`src/logic/gpcn_pkg.sv`:
```
// ****************************************************************
// Shared constants of the port and change-notify block
// ****************************************************************
package gpcn_pkg;

   // ****************************************************************
   // Register selection codes for the plain register port
   // ****************************************************************
   typedef enum logic [3:0] {
      GPCN_SEL_DIR   = 4'h0,  // pin_direction_reg
      GPCN_SEL_LAT   = 4'h1,  // output_latch_reg
      GPCN_SEL_LVL   = 4'h2,  // pin_level_reg
      GPCN_SEL_ODC   = 4'h3,  // open_drain_select_reg
      GPCN_SEL_ANLO  = 4'h4,  // analog_pin_config_lo
      GPCN_SEL_ANHI  = 4'h5,  // analog_pin_config_hi
      GPCN_SEL_CNELO = 4'h6,  // change_irq_enable_lo
      GPCN_SEL_CNEHI = 4'h7,  // change_irq_enable_hi
      GPCN_SEL_PULO  = 4'h8,  // weak_pullup_enable_lo
      GPCN_SEL_PUHI  = 4'h9   // weak_pullup_enable_hi
   } gpcn_sel_t;

   // ****************************************************************
   // Widths and reset values
   // ****************************************************************
   localparam int GPCN_DW = 16;                          // Register data width
   localparam int GPCN_CN_MAX = 30;                      // Most change-notify inputs
   localparam int GPCN_AN_MAX = 32;                      // Analog config bits, lo and hi
   localparam logic [15:0] GPCN_DIR_RST = 16'hFFFF;      // All pins input
   localparam logic [15:0] GPCN_LAT_RST = 16'h0000;      // Latch cleared
   localparam logic [15:0] GPCN_ODC_RST = 16'h0000;      // Push-pull outputs
   localparam logic [15:0] GPCN_AN_RST = 16'h0000;       // All analog pins analog
   localparam logic [15:0] GPCN_CNE_RST = 16'h0000;      // No change interrupts
   localparam logic [15:0] GPCN_PU_RST = 16'h0000;       // No pull-ups

endpackage : gpcn_pkg

```
`src/logic/gpcn_port.sv`:
```
`timescale 1ns/1ps
module gpcn_port
   import gpcn_pkg::*;
#(
   parameter int PORT_W = 16,                  // Pins in this port
   parameter logic [15:0] IMPL_MASK = 16'hFFFF, // Pins present on this variant
   parameter int AN_BASE = 0,                  // Analog config bit of pin 0
   parameter logic [15:0] AN_MASK = 16'h00FF,  // Pins that have an analog function
   parameter int CN_W = 30                     // Change-notify inputs
) (
   input wire logic clk_i,                     // Instruction clock
   input wire logic rst_i,                     // Async reset, active high
   input wire logic ce_i,                      // Clock enable, freezes state when low
   input wire logic sleep_i,                   // Device in Sleep, clocks stopped
   input wire logic wr_i,                      // Register write strobe
   input wire logic rd_i,                      // Register read strobe
   input wire logic [3:0] sel_i,               // Register select
   input wire logic [15:0] wdata_i,            // Register write data
   output logic [15:0] rdata_o,                // Register read data
   input wire logic [PORT_W-1:0] pin_in_i,     // Pin input levels
   output logic [PORT_W-1:0] pin_out_o,        // Pin output levels
   output logic [PORT_W-1:0] pin_oe_o,         // Pin output enables
   input wire logic [PORT_W-1:0] per_en_i,     // Peripheral enabled per pin
   input wire logic [PORT_W-1:0] per_drv_i,    // Peripheral actively driving per pin
   input wire logic [PORT_W-1:0] per_out_i,    // Peripheral output data per pin
   output logic [PORT_W-1:0] per_in_o,         // Pin level seen by peripherals
   output logic [GPCN_AN_MAX-1:0] an_mode_o,   // Analog mode per analog input
   input wire logic [CN_W-1:0] cn_pin_i,       // change_notify_input pin levels
   output logic [CN_W-1:0] pullup_en_o,        // Weak pull-up enables
   output logic cn_req_o,                      // Change request, one-cycle pulse
   output logic cn_wake_o                      // Sleep wake request, level
);

   // ****************************************************************
   // Elaboration checks
   // ****************************************************************
   if (PORT_W < 1 || PORT_W > GPCN_DW) begin : g_bad_w
      $error("PORT_W must be 1 to 16");
   end
   if (CN_W <= GPCN_DW || CN_W > GPCN_CN_MAX) begin : g_bad_cn
      $error("CN_W must be 17 to 30");
   end
   if (AN_BASE < 0 || AN_BASE + PORT_W > GPCN_AN_MAX) begin : g_bad_an
      $error("AN_BASE out of range");
   end

   localparam int CNH = CN_W - GPCN_DW;        // Bits in the high CN registers
   localparam logic [PORT_W-1:0] IMPL = IMPL_MASK[PORT_W-1:0]; // Present pins

   // ****************************************************************
   // Register state
   // ****************************************************************
   logic [PORT_W-1:0] pin_direction_reg;       // One is input
   logic [PORT_W-1:0] output_latch_reg;        // Output latch
   logic [PORT_W-1:0] open_drain_select_reg;   // One is open drain
   logic [15:0] analog_pin_config_lo;          // Zero is analog
   logic [15:0] analog_pin_config_hi;          // Zero is analog
   logic [15:0] change_irq_enable_lo;          // CN enables 15:0
   logic [CNH-1:0] change_irq_enable_hi;       // CN enables above 15
   logic [15:0] weak_pullup_enable_lo;         // Pull-ups 15:0
   logic [CNH-1:0] weak_pullup_enable_hi;      // Pull-ups above 15
   logic [PORT_W-1:0] next_dir;
   logic [PORT_W-1:0] next_lat;
   logic [PORT_W-1:0] next_odc;
   logic [15:0] next_anlo;
   logic [15:0] next_anhi;
   logic [15:0] next_cnelo;
   logic [CNH-1:0] next_cnehi;
   logic [15:0] next_pulo;
   logic [CNH-1:0] next_puhi;
   logic [15:0] rdata;                         // Read data register
   logic [15:0] next_rdata;

   // ****************************************************************
   // Synchronisers and sampled state
   // ****************************************************************
   logic [PORT_W-1:0] pin_meta;                // First stage, read only by pin_sync
   logic [PORT_W-1:0] pin_sync;                // Synchronised pin levels
   logic [CN_W-1:0] cn_meta;                   // First stage, read only by cn_sync
   logic [CN_W-1:0] cn_sync;                   // Synchronised CN levels
   logic [CN_W-1:0] cn_prev;                   // Previous CN sample
   logic cn_req;                               // Registered change pulse
   logic next_cn_req;
   logic [PORT_W-1:0] pin_out;                 // Registered pin data
   logic [PORT_W-1:0] pin_oe;                  // Registered pin enables
   logic [PORT_W-1:0] per_in;                  // Registered peripheral input
   logic [PORT_W-1:0] next_pin_out;
   logic [PORT_W-1:0] next_pin_oe;
   logic [PORT_W-1:0] next_per_in;

   // ****************************************************************
   // Derived views
   // ****************************************************************
   logic [GPCN_AN_MAX-1:0] an_cfg;             // Full analog config word
   logic [PORT_W-1:0] pin_analog;              // Pins currently analog
   logic [PORT_W-1:0] pin_level;               // Value of pin_level_reg
   logic [CN_W-1:0] cn_en;                     // Full CN enable word

   assign an_cfg = {analog_pin_config_hi, analog_pin_config_lo};
   assign cn_en = {change_irq_enable_hi, change_irq_enable_lo};

   // Analog function only where the pin has one and its config bit is zero
   assign pin_analog = ~an_cfg[AN_BASE +: PORT_W] & AN_MASK[PORT_W-1:0];
   // Analog pins read low, absent pins read zero
   assign pin_level = pin_sync & ~pin_analog & IMPL;

   // ****************************************************************
   // Register write and read
   // ****************************************************************
   // Next register values from the write strobe
   always_comb begin
      next_dir = pin_direction_reg;
      next_lat = output_latch_reg;
      next_odc = open_drain_select_reg;
      next_anlo = analog_pin_config_lo;
      next_anhi = analog_pin_config_hi;
      next_cnelo = change_irq_enable_lo;
      next_cnehi = change_irq_enable_hi;
      next_pulo = weak_pullup_enable_lo;
      next_puhi = weak_pullup_enable_hi;
      if (wr_i) begin
         unique case (sel_i)
            GPCN_SEL_DIR: next_dir = wdata_i[PORT_W-1:0] & IMPL;
            GPCN_SEL_LAT: next_lat = wdata_i[PORT_W-1:0] & IMPL;
            GPCN_SEL_LVL: next_lat = wdata_i[PORT_W-1:0] & IMPL;
            GPCN_SEL_ODC: next_odc = wdata_i[PORT_W-1:0] & IMPL;
            GPCN_SEL_ANLO: next_anlo = wdata_i;
            GPCN_SEL_ANHI: next_anhi = wdata_i;
            GPCN_SEL_CNELO: next_cnelo = wdata_i;
            GPCN_SEL_CNEHI: next_cnehi = wdata_i[CNH-1:0];
            GPCN_SEL_PULO: next_pulo = wdata_i;
            GPCN_SEL_PUHI: next_puhi = wdata_i[CNH-1:0];
            default: begin
               // Unknown select codes are ignored
            end
         endcase
      end
   end

   // Read data, latched on the read strobe and held until the next read
   always_comb begin
      next_rdata = rdata;
      if (rd_i) begin
         next_rdata = 16'h0000;
         unique case (sel_i)
            GPCN_SEL_DIR: next_rdata[PORT_W-1:0] = pin_direction_reg;
            GPCN_SEL_LAT: next_rdata[PORT_W-1:0] = output_latch_reg;
            GPCN_SEL_LVL: next_rdata[PORT_W-1:0] = pin_level;
            GPCN_SEL_ODC: next_rdata[PORT_W-1:0] = open_drain_select_reg;
            GPCN_SEL_ANLO: next_rdata = analog_pin_config_lo;
            GPCN_SEL_ANHI: next_rdata = analog_pin_config_hi;
            GPCN_SEL_CNELO: next_rdata = change_irq_enable_lo;
            GPCN_SEL_CNEHI: next_rdata[CNH-1:0] = change_irq_enable_hi;
            GPCN_SEL_PULO: next_rdata = weak_pullup_enable_lo;
            GPCN_SEL_PUHI: next_rdata[CNH-1:0] = weak_pullup_enable_hi;
            default: begin
               // Unknown select codes read as zero
            end
         endcase
      end
   end

   // Register file; direction resets to input on every present pin (absent pins read zero), analog to all analog
   always_ff @(posedge clk_i or posedge rst_i) begin
      if (rst_i) begin
         pin_direction_reg <= GPCN_DIR_RST[PORT_W-1:0] & IMPL;
         output_latch_reg <= GPCN_LAT_RST[PORT_W-1:0];
         open_drain_select_reg <= GPCN_ODC_RST[PORT_W-1:0];
         analog_pin_config_lo <= GPCN_AN_RST;
         analog_pin_config_hi <= GPCN_AN_RST;
         change_irq_enable_lo <= GPCN_CNE_RST;
         change_irq_enable_hi <= GPCN_CNE_RST[CNH-1:0];
         weak_pullup_enable_lo <= GPCN_PU_RST;
         weak_pullup_enable_hi <= GPCN_PU_RST[CNH-1:0];
         rdata <= 16'h0000;
      end else if (ce_i) begin
         pin_direction_reg <= next_dir;
         output_latch_reg <= next_lat;
         open_drain_select_reg <= next_odc;
         analog_pin_config_lo <= next_anlo;
         analog_pin_config_hi <= next_anhi;
         change_irq_enable_lo <= next_cnelo;
         change_irq_enable_hi <= next_cnehi;
         weak_pullup_enable_lo <= next_pulo;
         weak_pullup_enable_hi <= next_puhi;
         rdata <= next_rdata;
      end
   end

   // ****************************************************************
   // Pin ownership and drivers
   // ****************************************************************
   // Per-pin multiplexing between peripheral and port
   for (genvar i = 0; i < PORT_W; i++) begin : g_pin
      logic per_owns;                          // Peripheral holds the pin
      logic port_drives;                       // Port output driver on
      assign per_owns = per_en_i[i] & per_drv_i[i];
      assign port_drives = IMPL[i] & ~pin_direction_reg[i] & ~per_owns;
      always_comb begin
         if (per_owns) begin
            next_pin_out[i] = per_out_i[i];
            next_pin_oe[i] = 1'b1;
         end else if (open_drain_select_reg[i]) begin
            // Open drain pulls low only; an external resistor makes the high
            next_pin_out[i] = 1'b0;
            next_pin_oe[i] = port_drives & ~output_latch_reg[i];
         end else begin
            next_pin_out[i] = output_latch_reg[i];
            next_pin_oe[i] = port_drives;
         end
         // A pin the port drives is hidden from the peripheral input
         next_per_in[i] = pin_sync[i] & ~port_drives;
      end
   end

   // Registered pin outputs; one cycle of latency traded for clean outputs
   always_ff @(posedge clk_i or posedge rst_i) begin
      if (rst_i) begin
         pin_out <= '0;
         pin_oe <= '0;
         per_in <= '0;
      end else if (ce_i) begin
         pin_out <= next_pin_out;
         pin_oe <= next_pin_oe;
         per_in <= next_per_in;
      end
   end

   // ****************************************************************
   // Input synchronisers
   // ****************************************************************
   // Two flops on every pin before any clocked logic looks at it
   always_ff @(posedge clk_i or posedge rst_i) begin
      if (rst_i) begin
         pin_meta <= '0;
         pin_sync <= '0;
         cn_meta <= '0;
         cn_sync <= '0;
      end else if (ce_i) begin
         pin_meta <= pin_in_i;
         pin_sync <= pin_meta;
         cn_meta <= cn_pin_i;
         cn_sync <= cn_meta;
      end
   end

   // ****************************************************************
   // Change notification
   // ****************************************************************
   // Any enabled input whose level differs from the last sample
   always_comb begin
      next_cn_req = |((cn_sync ^ cn_prev) & cn_en);
   end

   // Previous sample follows the synced level every enabled cycle
   always_ff @(posedge clk_i or posedge rst_i) begin
      if (rst_i) begin
         cn_prev <= '0;
         cn_req <= 1'b0;
      end else if (ce_i) begin
         cn_prev <= cn_sync;
         cn_req <= next_cn_req;
      end
   end

   // In Sleep no clock runs, so the raw pins are compared with the last
   // sample without flops. Glitches may wake the core; that is intended.
   assign cn_wake_o = sleep_i & (|((cn_pin_i ^ cn_prev) & cn_en));

   // ****************************************************************
   // Outputs
   // ****************************************************************
   assign rdata_o = rdata;
   assign pin_out_o = pin_out;
   assign pin_oe_o = pin_oe;
   assign per_in_o = per_in;
   assign an_mode_o = ~an_cfg;
   assign pullup_en_o = {weak_pullup_enable_hi, weak_pullup_enable_lo};
   assign cn_req_o = cn_req;

endmodule : gpcn_port

```
`config.mk`:
```
export PLATFORM = sky130hd
export DESIGN_NAME = gpcn_port
export DESIGN_NICKNAME = d
export VERILOG_FILES = /design/src/logic/gpcn_pkg.sv /design/src/logic/gpcn_port.sv
export SDC_FILE = /design/constraint.sdc
export NUM_CORES = 1
export LEC_CHECK = 0
export ABC_AREA = 1
export CELL_PAD_IN_SITES_DETAIL_PLACEMENT = 0
export CELL_PAD_IN_SITES_GLOBAL_PLACEMENT = 1
export CORE_MARGIN = 2
export CORE_UTILIZATION = 45
export DETAILED_ROUTE_END_ITERATION = 8
export DONT_BUFFER_PORTS = 1
export PLACE_DENSITY_LB_ADDON = 0.1
export SYNTH_ARGS = -nofsm -noshare
export SYNTH_HDL_FRONTEND = slang
export SYNTH_SLANG_ARGS = --single-unit
```
`constraint.sdc`:
```
create_clock -name clk_i -period 35.5 [get_ports clk_i]
set_input_delay 7.1 -clock clk_i [delete_from_list [all_inputs] [get_ports clk_i]]
set_output_delay 7.1 -clock clk_i [all_outputs]
set_load 0.01 [all_outputs]
```
==> results.txt <==
----------------------------------------------------
[Global routing]
  Initial antenna violation count ... 1
  Total routing usage reported by global routing ... 28.05%
  Global-route wire length before repair ... ~72 mm
  Overflow after GRT ... 0
  Largest net degree at the start of global routing ... about 240
  Vias in the first global route ... 11.48k

[Logic synthesis]
  Number of synthesized flops with an enable pin ... 0
  Most instantiated flip-flop cell in the synthesis netlist ... dfrtp_1
  Top-count cell post-synth ... nand2_1
  Net count of the mapped netlist ... 2,010
  Library cell occupying the most area in the post-synthesis netlist ... dfrtp_1
  Sequential share of the synthesized area ... 55.18%
  Distinct cell type count of the synthesized netlist ... 24
  Syn avg cell area ... 7.866 µm²
  Synth area leaders ... dfrtp_1 (52%), nand2_1 (17%), o21ai_0 (9.9%)
  Proportion of netlist area held by the largest area contributor ... a little over half
  Count of warnings emitted by yosys ... 0
  Cell types with the highest counts after synthesis ... nand2_1 (656), dfrtp_1 (311), o21ai_0 (293), inv_1 (213), nand3_1 (138)
  Number of instances in the synthesized netlist ... between 1.5k and 2k
  Number of register bits inferred by synthesis ... about 330
  Ys async rst share ... between 90% and 100%
  Netlist area before placement ... 14,870 µm²

[STA]
  Max Clock Skew ... ~0.019 ns
  Worst slack on hold paths ... between 0.4 and 0.5 ns
  RSZ-0062 raised after global routing ... no
  Final setup violation count ... 0
  Final-report hold violation count ... 0
  Transition time at the pin with the least slew margin ... 1.138 ns
  Period utilization ... between 40% and 50%
  Slew headroom ... between 20% and 30%
  Setup_tns ... 0 ns
  Max Slew Vio Count ... 0
  Final period demand of the worst path ... roughly 15 ns
  Achievable clock frequency ... ~0.066 GHz

[Worst setup path]
  Cell class contributing the biggest share of worst-path delay ... simple AND/OR/NAND/NOR gates
  Buffer and inverter count on the worst path ... 1
  Critical Path Fanout Max ... 2
  Startpoint kind of the worst setup timing path ... input port
  Critical Path Slowest Stage Cell ... nor2_1
  Worst setup slack for register-to-register paths ... 33.93 ns
  Crit-path cells ... inv_1 -> nand2_1 -> nand3_1 -> nand2_1 -> nor2_1 -> nand2_1 -> nor2_1 -> a21oi_1
  Source of the worst register-to-register timing path ... analog_pin_config_lo[11]
  Number of cells on the worst reg-to-reg path ... 6
  Critical Path Most Common Cell ... nand2_1
  Sort of element at the end of the critical path ... primary output
  Category of the critical setup timing path ... input port to primary output
  CP peak stage delay ... approximately 0.30 ns
  Data required time at the worst endpoint ... 28.40 ns
  Critical Path AT ... ~8 ns
  Capture instance of the worst register-to-register path ... rdata_o[11]

[Routing]
  Drt wl/cell ... a little over 20 µm
  Length of the first detailed-routing pass in iterations ... 5
  Number of vias in the routed layout ... about 12k
  Detailed router's first-iteration violation count ... a little over 1k
  Remaining antenna violation count ... 0
  Number of DRC violations after detailed routing ... 0
  Overall routed net length ... 48.25 mm
  Post-DR vias/cell ... 5.327

[Clocking]
  Deepest level of the CTS H-tree ... 2
  Count of hold-fix buffers inserted at cts ... 0
  Cts bufs inserted ... 38
  Cell at the root of the clock tree ... clkbuf_16
  Clk Latency, worst-skew pair ... around 0.53 ns
  Post-CTS sizing ... 0
  Number of sinks on the clock net ... ~330
  TritonCTS clock tree ... built
  Setup Buffers After CTS ... 0
  Clock slew at the register clock pins of the worst setup and hold paths ... approximately 0.060 ns
  Max Buffers Root-to-Sink ... 3

[Placed design]
  Final RePlAce weighted congestion ... 0.9213
  HPWL after detailed placement ... 34.48 mm
  I/O Buffers ... 0

[Hold path]
  Hold endpoint ... cn_meta[13]
  Hold Path Stages ... 2
  Critical hold path startpoint ... cn_meta[13]
  Hold Crit Class ... flip-flop to flip-flop

[Finish]
  Post-synthesis to final-layout area growth ... 10.65%
  Largest registers ... cn_meta: 30 flops, cn_prev: 30 flops, cn_sync: 30 flops
  Register Area ... a little over 8000 µm²
  Final-stage net count ... 1,983
  Multi-input gate area ... 5523 µm²
  Fraction of layout instances using a drive strength above 1 ... 5.180%
  FILL cells ... 3,201

[Die]
  Die span in y ... 185.8 µm
  Starting Density ... 45.69%
  Core region area ... about 33,000 µm²
  Die Area ... 34,510 µm²
  X dimension of the die ... roughly 190 µm
  Number of placement rows ... between 60 and 70
  Top Ports ... 248

[Power and ir drop]
  Cell Pwr Density ... approximately 62 nW/µm²
  Peak VDD IR ... 0.03397 mV
  LEAKAGE ... 8.122 nW
  Sum of internal, switching and leakage power ... slightly above 1 mW

[Job]
  Total of max-cap violations ... 0

[Run status]
  Run status ... complete, no violations

----------------------------------------------------
==> report_power, final <==
| group | internal [mW] | switching (mW) | total [mW] |
|---|---|---|---|
| Clock | 0.244 | 0.156 | 0.400 |
| Sequential | 0.432 | 0.0636 | 0.496 |
| Combinational | 0.0423 | 0.0892 | 0.132 |
| Total | 0.719 | 0.309 | 1.03 |
==> cells in the final DEF, fill, tap and decap left out, types with 2 or more instances in the layout <==
cell and instances:
a21oi_1 18, a221oi_1 14, buf_4 8, bufinv_16 2
clkbuf_1 10, clkbuf_16 41, clkbuf_8 9, clkinv_1 2
clkinv_2 7, dfrtp_1 311, dfstp_2 16, inv_1 211
inv_2 2, nand2_1 656, nand2_2 3, nand3_1 138
nand3b_1 11, nor2_1 110, nor2_2 3, nor2_4 2
o21ai_0 293, o21ai_1 10, o22ai_1 10, or2_2 2
==> metal layers <==
| metal | up-vias | GRT usage [%] | part of all wire (%) |
|---|---|---|---|
| met2 | 470 | 40.00 | 42 |
| met3 | 71 | 8.257 | 11 |
| li1 | 5943 | - | - |
| met5 | - | 0 | 0 |
| met4 | 0 | 7.087 | 2.4 |
| met1 | 5955 | 41.64 | 45 |
==> worst max-delay path by stage <==
stage / start / to / slack, ns / cells past startpoint
finish: cn_pin_i[7] / cn_wake_o / 20.43 / 8
global route: cn_pin_i[6] / cn_wake_o / 20.29 / 8
CTS: cn_pin_i[7] / cn_wake_o / 20.42 / 8
detailed placement: cn_pin_i[7] / cn_wake_o / 20.42 / 8
global placement: cn_pin_i[7] / cn_wake_o / 20.41 / 8
floorplan: rst_i / analog_pin_config_hi[0] / 19.37 / 1
==> cell type report <==
class                   instances  area share, %
clock buffers                  60          7.218
repair buffers                  8         0.3651
well taps                     442          3.362
diodes                          1        0.01521
clock inverters                 9         0.6009
flip-flops and latches        327          49.86
multi-input cells            1271          33.57
inverters                     217          5.005
==> worst register-to-register path, delay by kind of cell (launching register included) <==
kind | cells | cell delay (ns)
AND/OR/NAND/NOR | 4 | 0.40
flip-flops | 1 | 0.35
buffers and inverters | 1 | 0.10
AO/OA/AOI/OAI | 1 | 0.63
==> metrics by stage <==
stage / utilization (%) / instances / instance area (µm²) / setup slack (ns)
after floorplan: - / 1890 / 14870 / 19.37
after global placement: 46.60 / 2265 / 15160 / 20.41
after detailed placement: 46.60 / 2265 / 15160 / 20.42
after CTS: 50.55 / 2334 / 16450 / 20.42
after global routing: 50.55 / 2334 / 16450 / 20.29
final: 50.56 / 2335 / 16450 / 20.43
==> cell families after synthesis <==
family                 count (synthesis)  synth area share, %
AOI/OAI and AO/OA                    345                12.05
and+or+nand+nor                      926                25.10
buffers and inverters                292                7.675
DFF                                  327                55.18
Note: power is estimated with default switching activity, not from simulation.
